$ cat config.mk
export PLATFORM = sky130hd
export DESIGN_NAME = cso_exec
export DESIGN_NICKNAME = d
export VERILOG_FILES = /design/src/core/cso_exec.v
export VERILOG_INCLUDE_DIRS = /design/src /design/src/core
export SDC_FILE = /design/constraint.sdc
export NUM_CORES = 1
export LEC_CHECK = 0
export ABC_AREA = 1
export CORE_UTILIZATION = 60
export CTS_BUF_LIST = sky130_fd_sc_hd__clkbuf_8
export CTS_CLUSTER_DIAMETER = 50
export DETAILED_ROUTE_END_ITERATION = 7
export DONT_BUFFER_PORTS = 1
export PLACE_DENSITY = 0.76
export SYNTH_ARGS = -nofsm -noshare
export SYNTH_HDL_FRONTEND = slang
export SYNTH_SLANG_ARGS = --single-unit
$ cat constraint.sdc
create_clock -name ref_clk_in -period 1.5 [get_ports ref_clk_in]
set_input_delay 0.15 -clock ref_clk_in [delete_from_list [all_inputs] [get_ports ref_clk_in]]
set_output_delay 0.15 -clock ref_clk_in [all_outputs]
set_load 0.05 [all_outputs]
$ cat src/core/cso_regs.vh
// opcodes, field positions and reset values for the converter and system instruction group
`ifndef CSO_REGS_VH
`define CSO_REGS_VH

// ten-bit instruction words
`define CSO_OP_RESULT_TO_PAIR   10'h279
`define CSO_OP_LOW_RESULT       10'h249
`define CSO_OP_PAIR_TO_COMPARE  10'h239
`define CSO_OP_CONV_CTRL_TO_ACC 10'h244
`define CSO_OP_ACC_TO_CONV_CTRL 10'h204
`define CSO_OP_CONV_LAUNCH      10'h29f
`define CSO_OP_SKIP_CONV_DONE   10'h287
`define CSO_OP_NOP              10'h000
`define CSO_OP_BACKUP_ENTRY     10'h008
`define CSO_OP_BACKUP_ARM       10'h05b
`define CSO_OP_STATUS_TEST      10'h003
`define CSO_OP_WDT_STOP_ARM     10'h29c
`define CSO_OP_WDT_RESTART      10'h2a0
`define CSO_OP_CERAMIC_SEL      10'h29a
`define CSO_OP_RC_SEL           10'h29b
`define CSO_OP_CLK_CTRL_TO_ACC  10'h252
`define CSO_OP_ACC_TO_CLK_CTRL  10'h216

// field positions
`define CSO_COMPARE_MODE_BIT    3
`define CSO_DONE_ROUTE_BIT      2

// reset values
`define CSO_CONV_CTRL_RST       4'h0
`define CSO_CLK_CTRL_RST        4'h0
`define CSO_COMPARE_VALUE_RST   8'h00
`define CSO_NIBBLE_ZERO         4'h0

`endif

$ cat src/core/cso_exec.v
// execution unit for converter transfers, skips, back-up entry, watchdog stop and clock select
`include "cso_regs.vh"

module cso_exec (
	input  wire       ref_clk_in,          // 100 MHz system clock
	input  wire       reset_in,            // async reset, active high
	input  wire       instr_valid_in,      // one-cycle pulse: instr_in holds a fetched word
	input  wire [9:0] instr_in,            // instruction word
	input  wire [3:0] acc_in,              // current accumulator
	input  wire [3:0] regb_in,             // current second working register
	input  wire [9:0] adc_result_in,       // converter result register
	input  wire       adc_done_in,         // pulse: conversion or compare finished
	input  wire       done_route_in,       // interrupt control register two, bit 2
	input  wire       status_flag_in,      // status flag tested by the status test
	input  wire       wdt_overflow_in,     // pulse: watchdog overflow sets its flag
	output wire       pc_advance_out,      // pulse: PC steps by one
	output wire       acc_wr_out,          // pulse: load acc_data_out into A
	output wire [3:0] acc_data_out,        // new accumulator value
	output wire       regb_wr_out,         // pulse: load regb_data_out into B
	output wire [3:0] regb_data_out,       // new B value
	output wire [3:0] conv_ctrl_out,       // converter control register
	output wire [7:0] compare_value_out,   // comparator reference value
	output wire       conv_start_out,      // pulse: start A-D conversion
	output wire       compare_start_out,   // pulse: start comparator operation
	output wire       conv_done_flag_out,  // conversion done flag
	output wire       wdt_flag_out,        // watchdog overflow flag
	output wire       wdt_restart_out,     // pulse: restart watchdog count
	output wire       wdt_stopped_out,     // watchdog function stopped
	output wire       osc_ceramic_out,     // ceramic oscillator selected
	output wire       osc_rc_out,          // RC oscillator selected
	output wire       ring_osc_run_out,    // ring oscillator running
	output wire [3:0] clock_ctrl_out,      // clock control register
	output wire       backup_state_out,    // RAM back-up state, all functions halted
	output wire       skip_pending_out     // next instruction will be skipped
);

	// state registers
	reg       pc_advance_reg;
	reg       pc_advance_next;
	reg       acc_wr_reg;
	reg       acc_wr_next;
	reg [3:0] acc_data_reg;
	reg [3:0] acc_data_next;
	reg       regb_wr_reg;
	reg       regb_wr_next;
	reg [3:0] regb_data_reg;
	reg [3:0] regb_data_next;
	reg [3:0] conv_ctrl_reg;
	reg [3:0] conv_ctrl_next;
	reg [7:0] compare_value_reg;
	reg [7:0] compare_value_next;
	reg       conv_start_reg;
	reg       conv_start_next;
	reg       compare_start_reg;
	reg       compare_start_next;
	reg       conv_done_reg;
	reg       conv_done_next;
	reg       wdt_flag_reg;
	reg       wdt_flag_next;
	reg       wdt_restart_reg;
	reg       wdt_restart_next;
	reg       wdt_stopped_reg;
	reg       wdt_stopped_next;
	reg       wdt_arm_reg;
	reg       wdt_arm_next;
	reg       osc_ceramic_reg;
	reg       osc_ceramic_next;
	reg       osc_rc_reg;
	reg       osc_rc_next;
	reg       ring_run_reg;
	reg       ring_run_next;
	reg [3:0] clock_ctrl_reg;
	reg [3:0] clock_ctrl_next;
	reg       backup_arm_reg;
	reg       backup_arm_next;
	reg       backup_reg;
	reg       backup_next;
	reg       skip_reg;
	reg       skip_next;

	// matches the word in hand against one opcode; only executing words count
	function op_hit;
		input       run;
		input [9:0] word;
		input [9:0] code;
		begin
			op_hit = run & (word == code);
		end
	endfunction

	// a hardware set beats a clear in the same cycle, so no event is lost
	function flag_after;
		input cleared;
		input set;
		begin
			flag_after = cleared | set;
		end
	endfunction

	// an instruction is taken whenever the core is awake; it executes unless skipped
	wire taken   = instr_valid_in & ~backup_reg;
	wire execute = taken & ~skip_reg;

	wire compare_mode = conv_ctrl_reg[`CSO_COMPARE_MODE_BIT];
	wire done_routed  = done_route_in;
	// the converter and watchdog are halted in back-up, so a late event must not latch
	wire done_event   = adc_done_in & ~backup_reg;
	wire wdt_event    = wdt_overflow_in & ~backup_reg;

	// one decode per word; words outside this group still step the PC as plain no-operations
	wire op_res_pair   = op_hit(execute, instr_in, `CSO_OP_RESULT_TO_PAIR);
	wire op_low_res    = op_hit(execute, instr_in, `CSO_OP_LOW_RESULT);
	wire op_pair_cmp   = op_hit(execute, instr_in, `CSO_OP_PAIR_TO_COMPARE);
	wire op_cc_to_acc  = op_hit(execute, instr_in, `CSO_OP_CONV_CTRL_TO_ACC);
	wire op_acc_to_cc  = op_hit(execute, instr_in, `CSO_OP_ACC_TO_CONV_CTRL);
	wire op_launch     = op_hit(execute, instr_in, `CSO_OP_CONV_LAUNCH);
	wire op_skip_done  = op_hit(execute, instr_in, `CSO_OP_SKIP_CONV_DONE);
	wire op_bk_entry   = op_hit(execute, instr_in, `CSO_OP_BACKUP_ENTRY);
	wire op_bk_arm     = op_hit(execute, instr_in, `CSO_OP_BACKUP_ARM);
	wire op_status     = op_hit(execute, instr_in, `CSO_OP_STATUS_TEST);
	wire op_wdt_arm    = op_hit(execute, instr_in, `CSO_OP_WDT_STOP_ARM);
	wire op_wdt_rst    = op_hit(execute, instr_in, `CSO_OP_WDT_RESTART);
	wire op_ceramic    = op_hit(execute, instr_in, `CSO_OP_CERAMIC_SEL);
	wire op_rc         = op_hit(execute, instr_in, `CSO_OP_RC_SEL);
	wire op_clk_to_acc = op_hit(execute, instr_in, `CSO_OP_CLK_CTRL_TO_ACC);
	wire op_acc_to_clk = op_hit(execute, instr_in, `CSO_OP_ACC_TO_CLK_CTRL);

	always @* begin
		pc_advance_next    = taken;
		acc_wr_next        = 1'b0;
		acc_data_next      = acc_data_reg;
		regb_wr_next       = 1'b0;
		regb_data_next     = regb_data_reg;
		conv_ctrl_next     = conv_ctrl_reg;
		compare_value_next = compare_value_reg;
		conv_start_next    = 1'b0;
		compare_start_next = 1'b0;
		conv_done_next     = conv_done_reg;
		wdt_flag_next      = wdt_flag_reg;
		wdt_restart_next   = 1'b0;
		wdt_stopped_next   = wdt_stopped_reg;
		wdt_arm_next       = wdt_arm_reg;
		osc_ceramic_next   = osc_ceramic_reg;
		osc_rc_next        = osc_rc_reg;
		ring_run_next      = ring_run_reg;
		clock_ctrl_next    = clock_ctrl_reg;
		backup_arm_next    = backup_arm_reg;
		backup_next        = backup_reg;
		skip_next          = skip_reg;

		// a skip lasts exactly one taken instruction
		if (taken) begin
			skip_next = 1'b0;
		end
		// the arming words only count for the very next instruction, skipped or not
		if (taken) begin
			backup_arm_next = op_bk_arm;
			wdt_arm_next    = op_wdt_arm;
		end

		if (op_res_pair) begin
			regb_wr_next = 1'b1;
			acc_wr_next  = 1'b1;
			if (compare_mode) begin
				regb_data_next = adc_result_in[7:4];
				acc_data_next  = adc_result_in[3:0];
			end else begin
				regb_data_next = adc_result_in[9:6];
				acc_data_next  = adc_result_in[5:2];
			end
		end

		if (op_low_res) begin
			acc_wr_next   = 1'b1;
			acc_data_next = {adc_result_in[1:0], 2'b00};
		end

		// in conversion mode this word only advances the PC
		if (op_pair_cmp && compare_mode) begin
			compare_value_next = {regb_in, acc_in};
		end

		if (op_cc_to_acc) begin
			acc_wr_next   = 1'b1;
			acc_data_next = conv_ctrl_reg;
		end
		if (op_acc_to_cc) begin
			conv_ctrl_next = acc_in;
		end

		if (op_launch) begin
			conv_done_next     = 1'b0;
			conv_start_next    = ~compare_mode;
			compare_start_next = compare_mode;
		end

		// with the route bit set the flag belongs to the interrupt logic
		if (op_skip_done && !done_routed && conv_done_reg) begin
			skip_next      = 1'b1;
			conv_done_next = 1'b0;
		end

		// back-up is left only through reset; waking up is handled outside this unit
		if (op_bk_entry && backup_arm_reg) begin
			backup_next = 1'b1;
		end

		if (op_status && status_flag_in) begin
			skip_next = 1'b1;
		end

		// the restart pulse goes out even when a skip follows; the count restarts either way
		if (op_wdt_rst) begin
			wdt_restart_next = 1'b1;
			if (wdt_flag_reg) begin
				skip_next     = 1'b1;
				wdt_flag_next = 1'b0;
			end
			if (wdt_arm_reg) begin
				wdt_stopped_next = 1'b1;
			end
		end

		// nothing here restarts the ring oscillator once a real source is picked
		if (op_ceramic) begin
			osc_ceramic_next = 1'b1;
			osc_rc_next      = 1'b0;
			ring_run_next    = 1'b0;
		end
		if (op_rc) begin
			osc_ceramic_next = 1'b0;
			osc_rc_next      = 1'b1;
			ring_run_next    = 1'b0;
		end

		if (op_clk_to_acc) begin
			acc_wr_next   = 1'b1;
			acc_data_next = clock_ctrl_reg;
		end
		if (op_acc_to_clk) begin
			clock_ctrl_next = acc_in;
		end

		// hardware events win over an instruction clearing the same flag
		conv_done_next = flag_after(conv_done_next, done_event);
		wdt_flag_next  = flag_after(wdt_flag_next, wdt_event);
	end

	// the ring oscillator runs out of reset until software picks a real source
	always @(posedge ref_clk_in or posedge reset_in) begin
		if (reset_in) begin
			pc_advance_reg    <= 1'b0;
			acc_wr_reg        <= 1'b0;
			acc_data_reg      <= `CSO_NIBBLE_ZERO;
			regb_wr_reg       <= 1'b0;
			regb_data_reg     <= `CSO_NIBBLE_ZERO;
			conv_ctrl_reg     <= `CSO_CONV_CTRL_RST;
			compare_value_reg <= `CSO_COMPARE_VALUE_RST;
			conv_start_reg    <= 1'b0;
			compare_start_reg <= 1'b0;
			conv_done_reg     <= 1'b0;
			wdt_flag_reg      <= 1'b0;
			wdt_restart_reg   <= 1'b0;
			wdt_stopped_reg   <= 1'b0;
			wdt_arm_reg       <= 1'b0;
			osc_ceramic_reg   <= 1'b0;
			osc_rc_reg        <= 1'b0;
			ring_run_reg      <= 1'b1;
			clock_ctrl_reg    <= `CSO_CLK_CTRL_RST;
			backup_arm_reg    <= 1'b0;
			backup_reg        <= 1'b0;
			skip_reg          <= 1'b0;
		end else begin
			pc_advance_reg    <= pc_advance_next;
			acc_wr_reg        <= acc_wr_next;
			acc_data_reg      <= acc_data_next;
			regb_wr_reg       <= regb_wr_next;
			regb_data_reg     <= regb_data_next;
			conv_ctrl_reg     <= conv_ctrl_next;
			compare_value_reg <= compare_value_next;
			conv_start_reg    <= conv_start_next;
			compare_start_reg <= compare_start_next;
			conv_done_reg     <= conv_done_next;
			wdt_flag_reg      <= wdt_flag_next;
			wdt_restart_reg   <= wdt_restart_next;
			wdt_stopped_reg   <= wdt_stopped_next;
			wdt_arm_reg       <= wdt_arm_next;
			osc_ceramic_reg   <= osc_ceramic_next;
			osc_rc_reg        <= osc_rc_next;
			ring_run_reg      <= ring_run_next;
			clock_ctrl_reg    <= clock_ctrl_next;
			backup_arm_reg    <= backup_arm_next;
			backup_reg        <= backup_next;
			skip_reg          <= skip_next;
		end
	end

	// every output is a register, so no decode glitch reaches the core
	assign pc_advance_out    = pc_advance_reg;
	assign acc_wr_out        = acc_wr_reg;
	assign acc_data_out      = acc_data_reg;
	assign regb_wr_out       = regb_wr_reg;
	assign regb_data_out     = regb_data_reg;
	assign conv_ctrl_out     = conv_ctrl_reg;
	assign compare_value_out = compare_value_reg;
	assign conv_start_out    = conv_start_reg;
	assign compare_start_out = compare_start_reg;
	assign conv_done_flag_out = conv_done_reg;
	assign wdt_flag_out      = wdt_flag_reg;
	assign wdt_restart_out   = wdt_restart_reg;
	assign wdt_stopped_out   = wdt_stopped_reg;
	assign osc_ceramic_out   = osc_ceramic_reg;
	assign osc_rc_out        = osc_rc_reg;
	assign ring_osc_run_out  = ring_run_reg;
	assign clock_ctrl_out    = clock_ctrl_reg;
	assign backup_state_out  = backup_reg;
	assign skip_pending_out  = skip_reg;

endmodule // cso_exec

==> impl_metrics.ini, run 1 <==
[detailed_routing]
firstDrtPassIters = 4
totalWireLength_um = 4790
viasPerCell = 5.39
vias = 1811
wl_per_cell_um = 14.2
drc = 0
first_iter_violations = 115
ant_nets = 0

[power]
p_seq_share_pct = 55.4
p_clk_share_pct = 38.0
power_leakage_nw = 1.33
power_mw = 1.95
sw_frac_of_total_pct = 23.7
pwr-share-comb_pct = 6.6
internal_power_mw = 1.49
peakVddDrop_mv = 0.728
powerDensity_mw_per_mm2 = 763
p_switching_mw = 0.461

[global_routing]
first_global_vias = 1595
grt_start_max_net_pins = 41
track_usage_pct = 26.0
grt_pass1_wl_um = 6990
grt_remaining_overflow = 0
antenna_found_initial = 0

[timing]
setup_viol = 0
relSlewSlack_pct = 65.4
tightest_slew_ns = 0.519
fmax_mhz = 712
skew_ns = 0.00365
fin_ws_ns = 0.0953
rsz0062_at_grt = no
hold_violations = 0
slew_violations = 0
fin_crit_sh_pct = 93.6
final.min_clock_period_ns = 1.40

[floorplan]
core_area_mm2 = 0.00339
dieArea_mm2 = 0.00382
rows = 21
io-pin-count = 73
fp.dieH_um = 61.8
die_w_um = 61.8
initial_core_util_pct = 63.3

[logic_synthesis]
syn_area_mm2 = 0.00215
ys_seq_elements = 40
syn-instance-count = 257
synth_nets = 292
avgSynthCellArea_um2 = 8.35
yosysWarnings = 0
synth.distinct_cells = 33
seq_area_frac_synth_pct = 46.7

[setup_path]
worst_path_max_delay_cell = dfrtp_2
crit_top_cell = nand3_4
cp_slowest_stage_delay_ns = 0.41
path_cells = inv_2, nand3_4, nor2_8, nand3_4, or2_0, nand3_1, nand2_1
path_class = flop to flop
worstPathArrival_ns = 1.60
cp-end-kind = flop
crit_path_start_kind = flop
path_max_fanout = 9
critPathRequiredTime_ns = 1.69
r2r_slack_ns = 0.1

[finish]
largest_reg_flops = 8
n_antenna_cell = 0
nNetsFinal = 324
drive_gt1_share_pct = 22.4
layout_common_cells = nand2_1 (59), inv_1 (37), dfrtp_1 (36)
multi_input_area_mm2 = 0.00101
layout_commonest_cell = nand2_1
fin_util_pct = 75.2
seq_area_mm2 = 0.00101
nFillCells = 271
area_delta_synth_final_pct = 18.8

[placed_design]
place_ws_ns = 0.0362
place_congestion = 0.905
dp_hpwl_um = 3540
io_buffer_count = 0

[clock_tree]
numClockSinks = 40
cts-root-buf = clkbuf_8
clkTransAtPathRegs_ns = 0.08
cts_tree = done
cts.path.max_buffers = 2
clock_latency_ns = 0.30
cts_max_level = 2
cts_buffers = 5

[min_path]
hp-class = primary input to flop

[outcome]
outcome = finished, final reports clean

[run]
drv_cap = 0
-- routing by layer --
layer / global-route usage, % / part of all wire, % / vias up / wire [um]
met1: 32.4 / 42 / 841 / 2020
li1: - / - / 892 / -
met3: 9.11 / 7.8 / 6 / 372
met5: 0 / 0 / - / 0
met2: 43.0 / 49 / 72 / 2350
met4: 7.30 / 1.0 / 0 / 48
-- power groups by stage --
stage	clock network [mW]	logic, mW	registers, mW
2_1_floorplan	0	0.0859	1.10
6_report	0.740	0.128	1.08
4_1_cts	0.755	0.128	1.08
3_5_place_dp	0	0.113	1.10
3_3_place_gp	0	0.112	1.10
5_1_grt	0.794	0.145	1.08
-- cells in the mapped netlist, drive strengths merged --
master | n | area (um^2)
or2 | 3 | 18.8
a22o | 1 | 8.76
nor3 | 2 | 10.0
o2111ai | 1 | 8.76
and3 | 1 | 6.26
nand4 | 5 | 52.6
a32o | 1 | 10.0
a21boi | 1 | 7.51
dfstp | 1 | 26.3
nor2 | 32 | 173
nand3 | 29 | 188
o21ai | 26 | 160
nand3b | 1 | 7.51
buf | 2 | 18.8
nand2 | 64 | 250
mux2i | 6 | 60.1
inv | 39 | 146
dfrtp | 39 | 976
o21bai | 1 | 7.51
a21oi | 2 | 10.0
-- timing repair --
action	4_1_cts	5_1_grt
gates cloned	0	1
hold buffers	7	0
gates resized for setup	1	10
setup buffers	0	2
hold endpoints to repair	45	0
setup endpoints to repair	1	17
pin swaps	0	2
-- logic make-up (layout without fill, tap and decap cells) --
logic type             count (synthesis)  count (layout)  synth area share [%]
and+or+nand+nor                      137             138                  32.9
DFF                                   40              40                  46.7
AOI/OAI and AO/OA                     33              33                  9.91
muxes                                  6               6                  2.80
buffers and inverters                 41              73                  7.70
-- worst max-delay path, delay by kind of cell, from the launching register on --
| family | cells | cell delay, ns |
|---|---|---|
| DFF | 1 | 0.41 |
| and+or+nand+nor | 6 | 0.83 |
| buffers and inverters | 1 | 0.07 |
-- worst paths after layout --
check | from | end | cells past startpoint
hold reg to reg | backup_arm_reg | backup_arm_reg | 1
min in group asynchronous | reset_in | compare_value_out[6] | 3
setup / recovery | skip_pending_out | acc_data_out[0] | 7
hold / removal | instr_valid_in | pc_advance_out | 2
setup reg to reg | skip_pending_out | acc_data_out[0] | 7
max in group asynchronous | reset_in | backup_state_out | 3
-- final cells by class --
type | instances | share of cell area (%)
multi-input cells | 177 | 39.7
repair buffers | 26 | 9.13
clock inverters | 2 | 0.442
flip-flops and latches | 40 | 39.5
well taps | 46 | 2.26
clock buffers | 6 | 3.24
inverters | 39 | 5.74
-- metrics by stage --
stage / instance area [um^2] / instances / TNS, ns / hold slack (ns)
finish: 2550 / 336 / 0 / 0.0280
global route: 2550 / 336 / 0 / 0.0336
CTS: 2480 / 333 / 0 / 0.0259
detailed placement: 2310 / 318 / 0 / 0.210
global placement: 2310 / 318 / 0 / 0.188
floorplan: 2150 / 257 / -0.330 / 0.271
No activity file was read; power rests on OpenSTA's default activity.
==> run 2, diff against run 1 <==
--- a/config.mk
+++ b/config.mk
@@ -12,6 +12,7 @@
 export CTS_CLUSTER_DIAMETER = 50
 export DETAILED_ROUTE_END_ITERATION = 7
 export DONT_BUFFER_PORTS = 1
+export GPL_TIMING_DRIVEN = 0
 export PLACE_DENSITY = 0.76
 export SYNTH_ARGS = -nofsm -noshare
 export SYNTH_HDL_FRONTEND = slang
==> constraint.sdc (replaced) <==
create_clock -name ref_clk_in -period 1.5 [get_ports ref_clk_in]
set_input_delay 0.075 -clock ref_clk_in [delete_from_list [all_inputs] [get_ports ref_clk_in]]
set_output_delay 0.075 -clock ref_clk_in [all_outputs]
set_load 0.05 [all_outputs]
==> impl_metrics.ini, run 2 (synthesized netlist as in run 1, its figures left out) <==
[outcome]
outcome = complete, but fails checks
violations = setup timing

[global_routing]
track_usage_pct = 27.6
antenna_found_initial = 0
grt_pass1_wl_um = 7580
grt_remaining_overflow = 0
first_global_vias = 1762
grt_start_max_net_pins = 41

[setup_path]
cp_slowest_stage_delay_ns = 0.53
crit_path_start_kind = flop
path_class = flop to flop
worst_path_max_delay_cell = dfrtp_2
path_cells = inv_2, nand3_4, buf_4, nor2_4, nand4_1, nand2_1, o21ai_0
cp-end-kind = flop
worstPathArrival_ns = 1.80
path_max_fanout = 5
critPathRequiredTime_ns = 1.66

[detailed_routing]
route.met2.wl_um = 2700
ant_nets = 0
totalWireLength_um = 5270
top_layer_used = met4
wl_met1_um = 2070
viasPerCell = 5.53
drc = 0
wl_met3_um = 384
firstDrtPassIters = 4
vias = 1915
wl_per_cell_um = 15.2
first_iter_violations = 78

[power]
peakVddDrop_mv = 0.625
pwr-share-comb_pct = 7.3
power_leakage_nw = 1.41
p_clk_share_pct = 42.3
powerDensity_mw_per_mm2 = 756
p_switching_mw = 0.497
internal_power_mw = 1.64
power_mw = 2.13
sw_frac_of_total_pct = 23.3
p_seq_share_pct = 50.5

[clock_tree]
clock_latency_ns = 0.30
cts_tree = done
clkTransAtPathRegs_ns = 0.08
numClockSinks = 40
cts_buffers = 5
cts_max_level = 2
cts-root-buf = clkbuf_8
cts.path.max_buffers = 2

[timing]
fin_ws_ns = -0.135
rsz0062_at_grt = yes
fmax_mhz = 612
setup_viol = 20
slew_violations = 0
skew_ns = 0.00502
fin_crit_sh_pct = 109
tightest_slew_ns = 0.812
final.min_clock_period_ns = 1.64
relSlewSlack_pct = 45.8
hold_violations = 0

[finish]
layout_common_cells = nand2_1 (46), dfrtp_1 (36), inv_1 (34)
n_antenna_cell = 0
nNetsFinal = 334
drive_gt1_share_pct = 27.3
stdcell_count = 346
largest_reg_flops = 8
area_delta_synth_final_pct = 31.6
layout_commonest_cell = nand2_1

[placed_design]
io_buffer_count = 0
dp_hpwl_um = 3340
place_inst = 303
place_congestion = 0.901

[floorplan]
io-pin-count = 73
die_w_um = 61.8
fp.dieH_um = 61.8
dieArea_mm2 = 0.00382
rows = 21
core_area_mm2 = 0.00339
initial_core_util_pct = 63.3

[run]
drv_cap = 0

[min_path]
hp-class = primary input to flop
-- run 2: power by group through the flow --
stage / combinational [mW] / sequential [mW] / clock [mW]
finish: 0.155 / 1.08 / 0.902
global route: 0.174 / 1.08 / 0.948
CTS: 0.147 / 1.08 / 0.918
detailed placement: 0.105 / 1.10 / 0
global placement: 0.105 / 1.10 / 0
floorplan: 0.0859 / 1.10 / 0
-- run 2: worst max-delay path: cells and delay by family, from the launching register on --
| family | cells | cell delay (ns) |
|---|---|---|
| AOI/OAI and AO/OA | 1 | 0.11 |
| and+or+nand+nor | 4 | 0.58 |
| DFF | 1 | 0.53 |
| buffers and inverters | 2 | 0.28 |
-- run 2: area by class of cell --
| class | count | area (um^2) |
|---|---|---|
| clock inverters | 3 | 46.3 |
| flip-flops and latches | 40 | 1010 |
| inverters | 39 | 149 |
| well taps | 46 | 57.6 |
| plain buffers | 2 | 22.5 |
| repair buffers | 32 | 329 |
| multi-input cells | 179 | 1140 |
| clock buffers | 5 | 68.8 |
| fillers | 202 | 566 |
-- run 2: stage by stage --
stage	setup WS [ns]	hold slack [ns]	utilization (%)	setup TNS, ns	cell area [um^2]
after floorplan	-0.0722	0.196	-	-0.330	2150
after global placement	-0.227	0.204	65.1	-3.33	2210
after detailed placement	-0.247	0.161	65.1	-3.64	2210
after CTS	-0.0952	0.00218	78.1	-0.720	2650
after global routing	-0.221	0.0594	83.3	-3.01	2820
final	-0.135	0.0296	83.3	-1.00	2820
-- run 2: final timing paths --
| check | start | to | slack, ns | cells after the start |
|---|---|---|---|---|
| worst max-delay path | skip_pending_out | conv_done_flag_out | -0.14 | 7 |
| worst min-delay path | adc_result_in[9] | regb_data_out[3] | 0.03 | 2 |
| worst max register to register | skip_pending_out | conv_done_flag_out | -0.14 | 7 |
| worst min register to register | backup_arm_reg | backup_arm_reg | 0.50 | 1 |
| max in group asynchronous | reset_in | conv_ctrl_out[3] | 0.54 | 2 |
| min in group asynchronous | reset_in | osc_rc_out | 0.37 | 2 |
-- run 2: repair_timing --
action                                  in CTS  in global routing
endpoints found under the setup margin      32                 34
endpoints found under the hold margin       62                  1
hold buffers                                18                  1
gates resized for setup                     17                 36
pin swaps                                    8                 10
cloned                                       3                  1
buffers inserted                             7                  5
-- run 2: layer usage --
metal / vias up / GRT usage [%]
li1: 923 / -
met1: 898 / 31.4
met2: 84 / 47.3
met3: 10 / 8.90
met4: 0 / 12.4
met5: - / 0
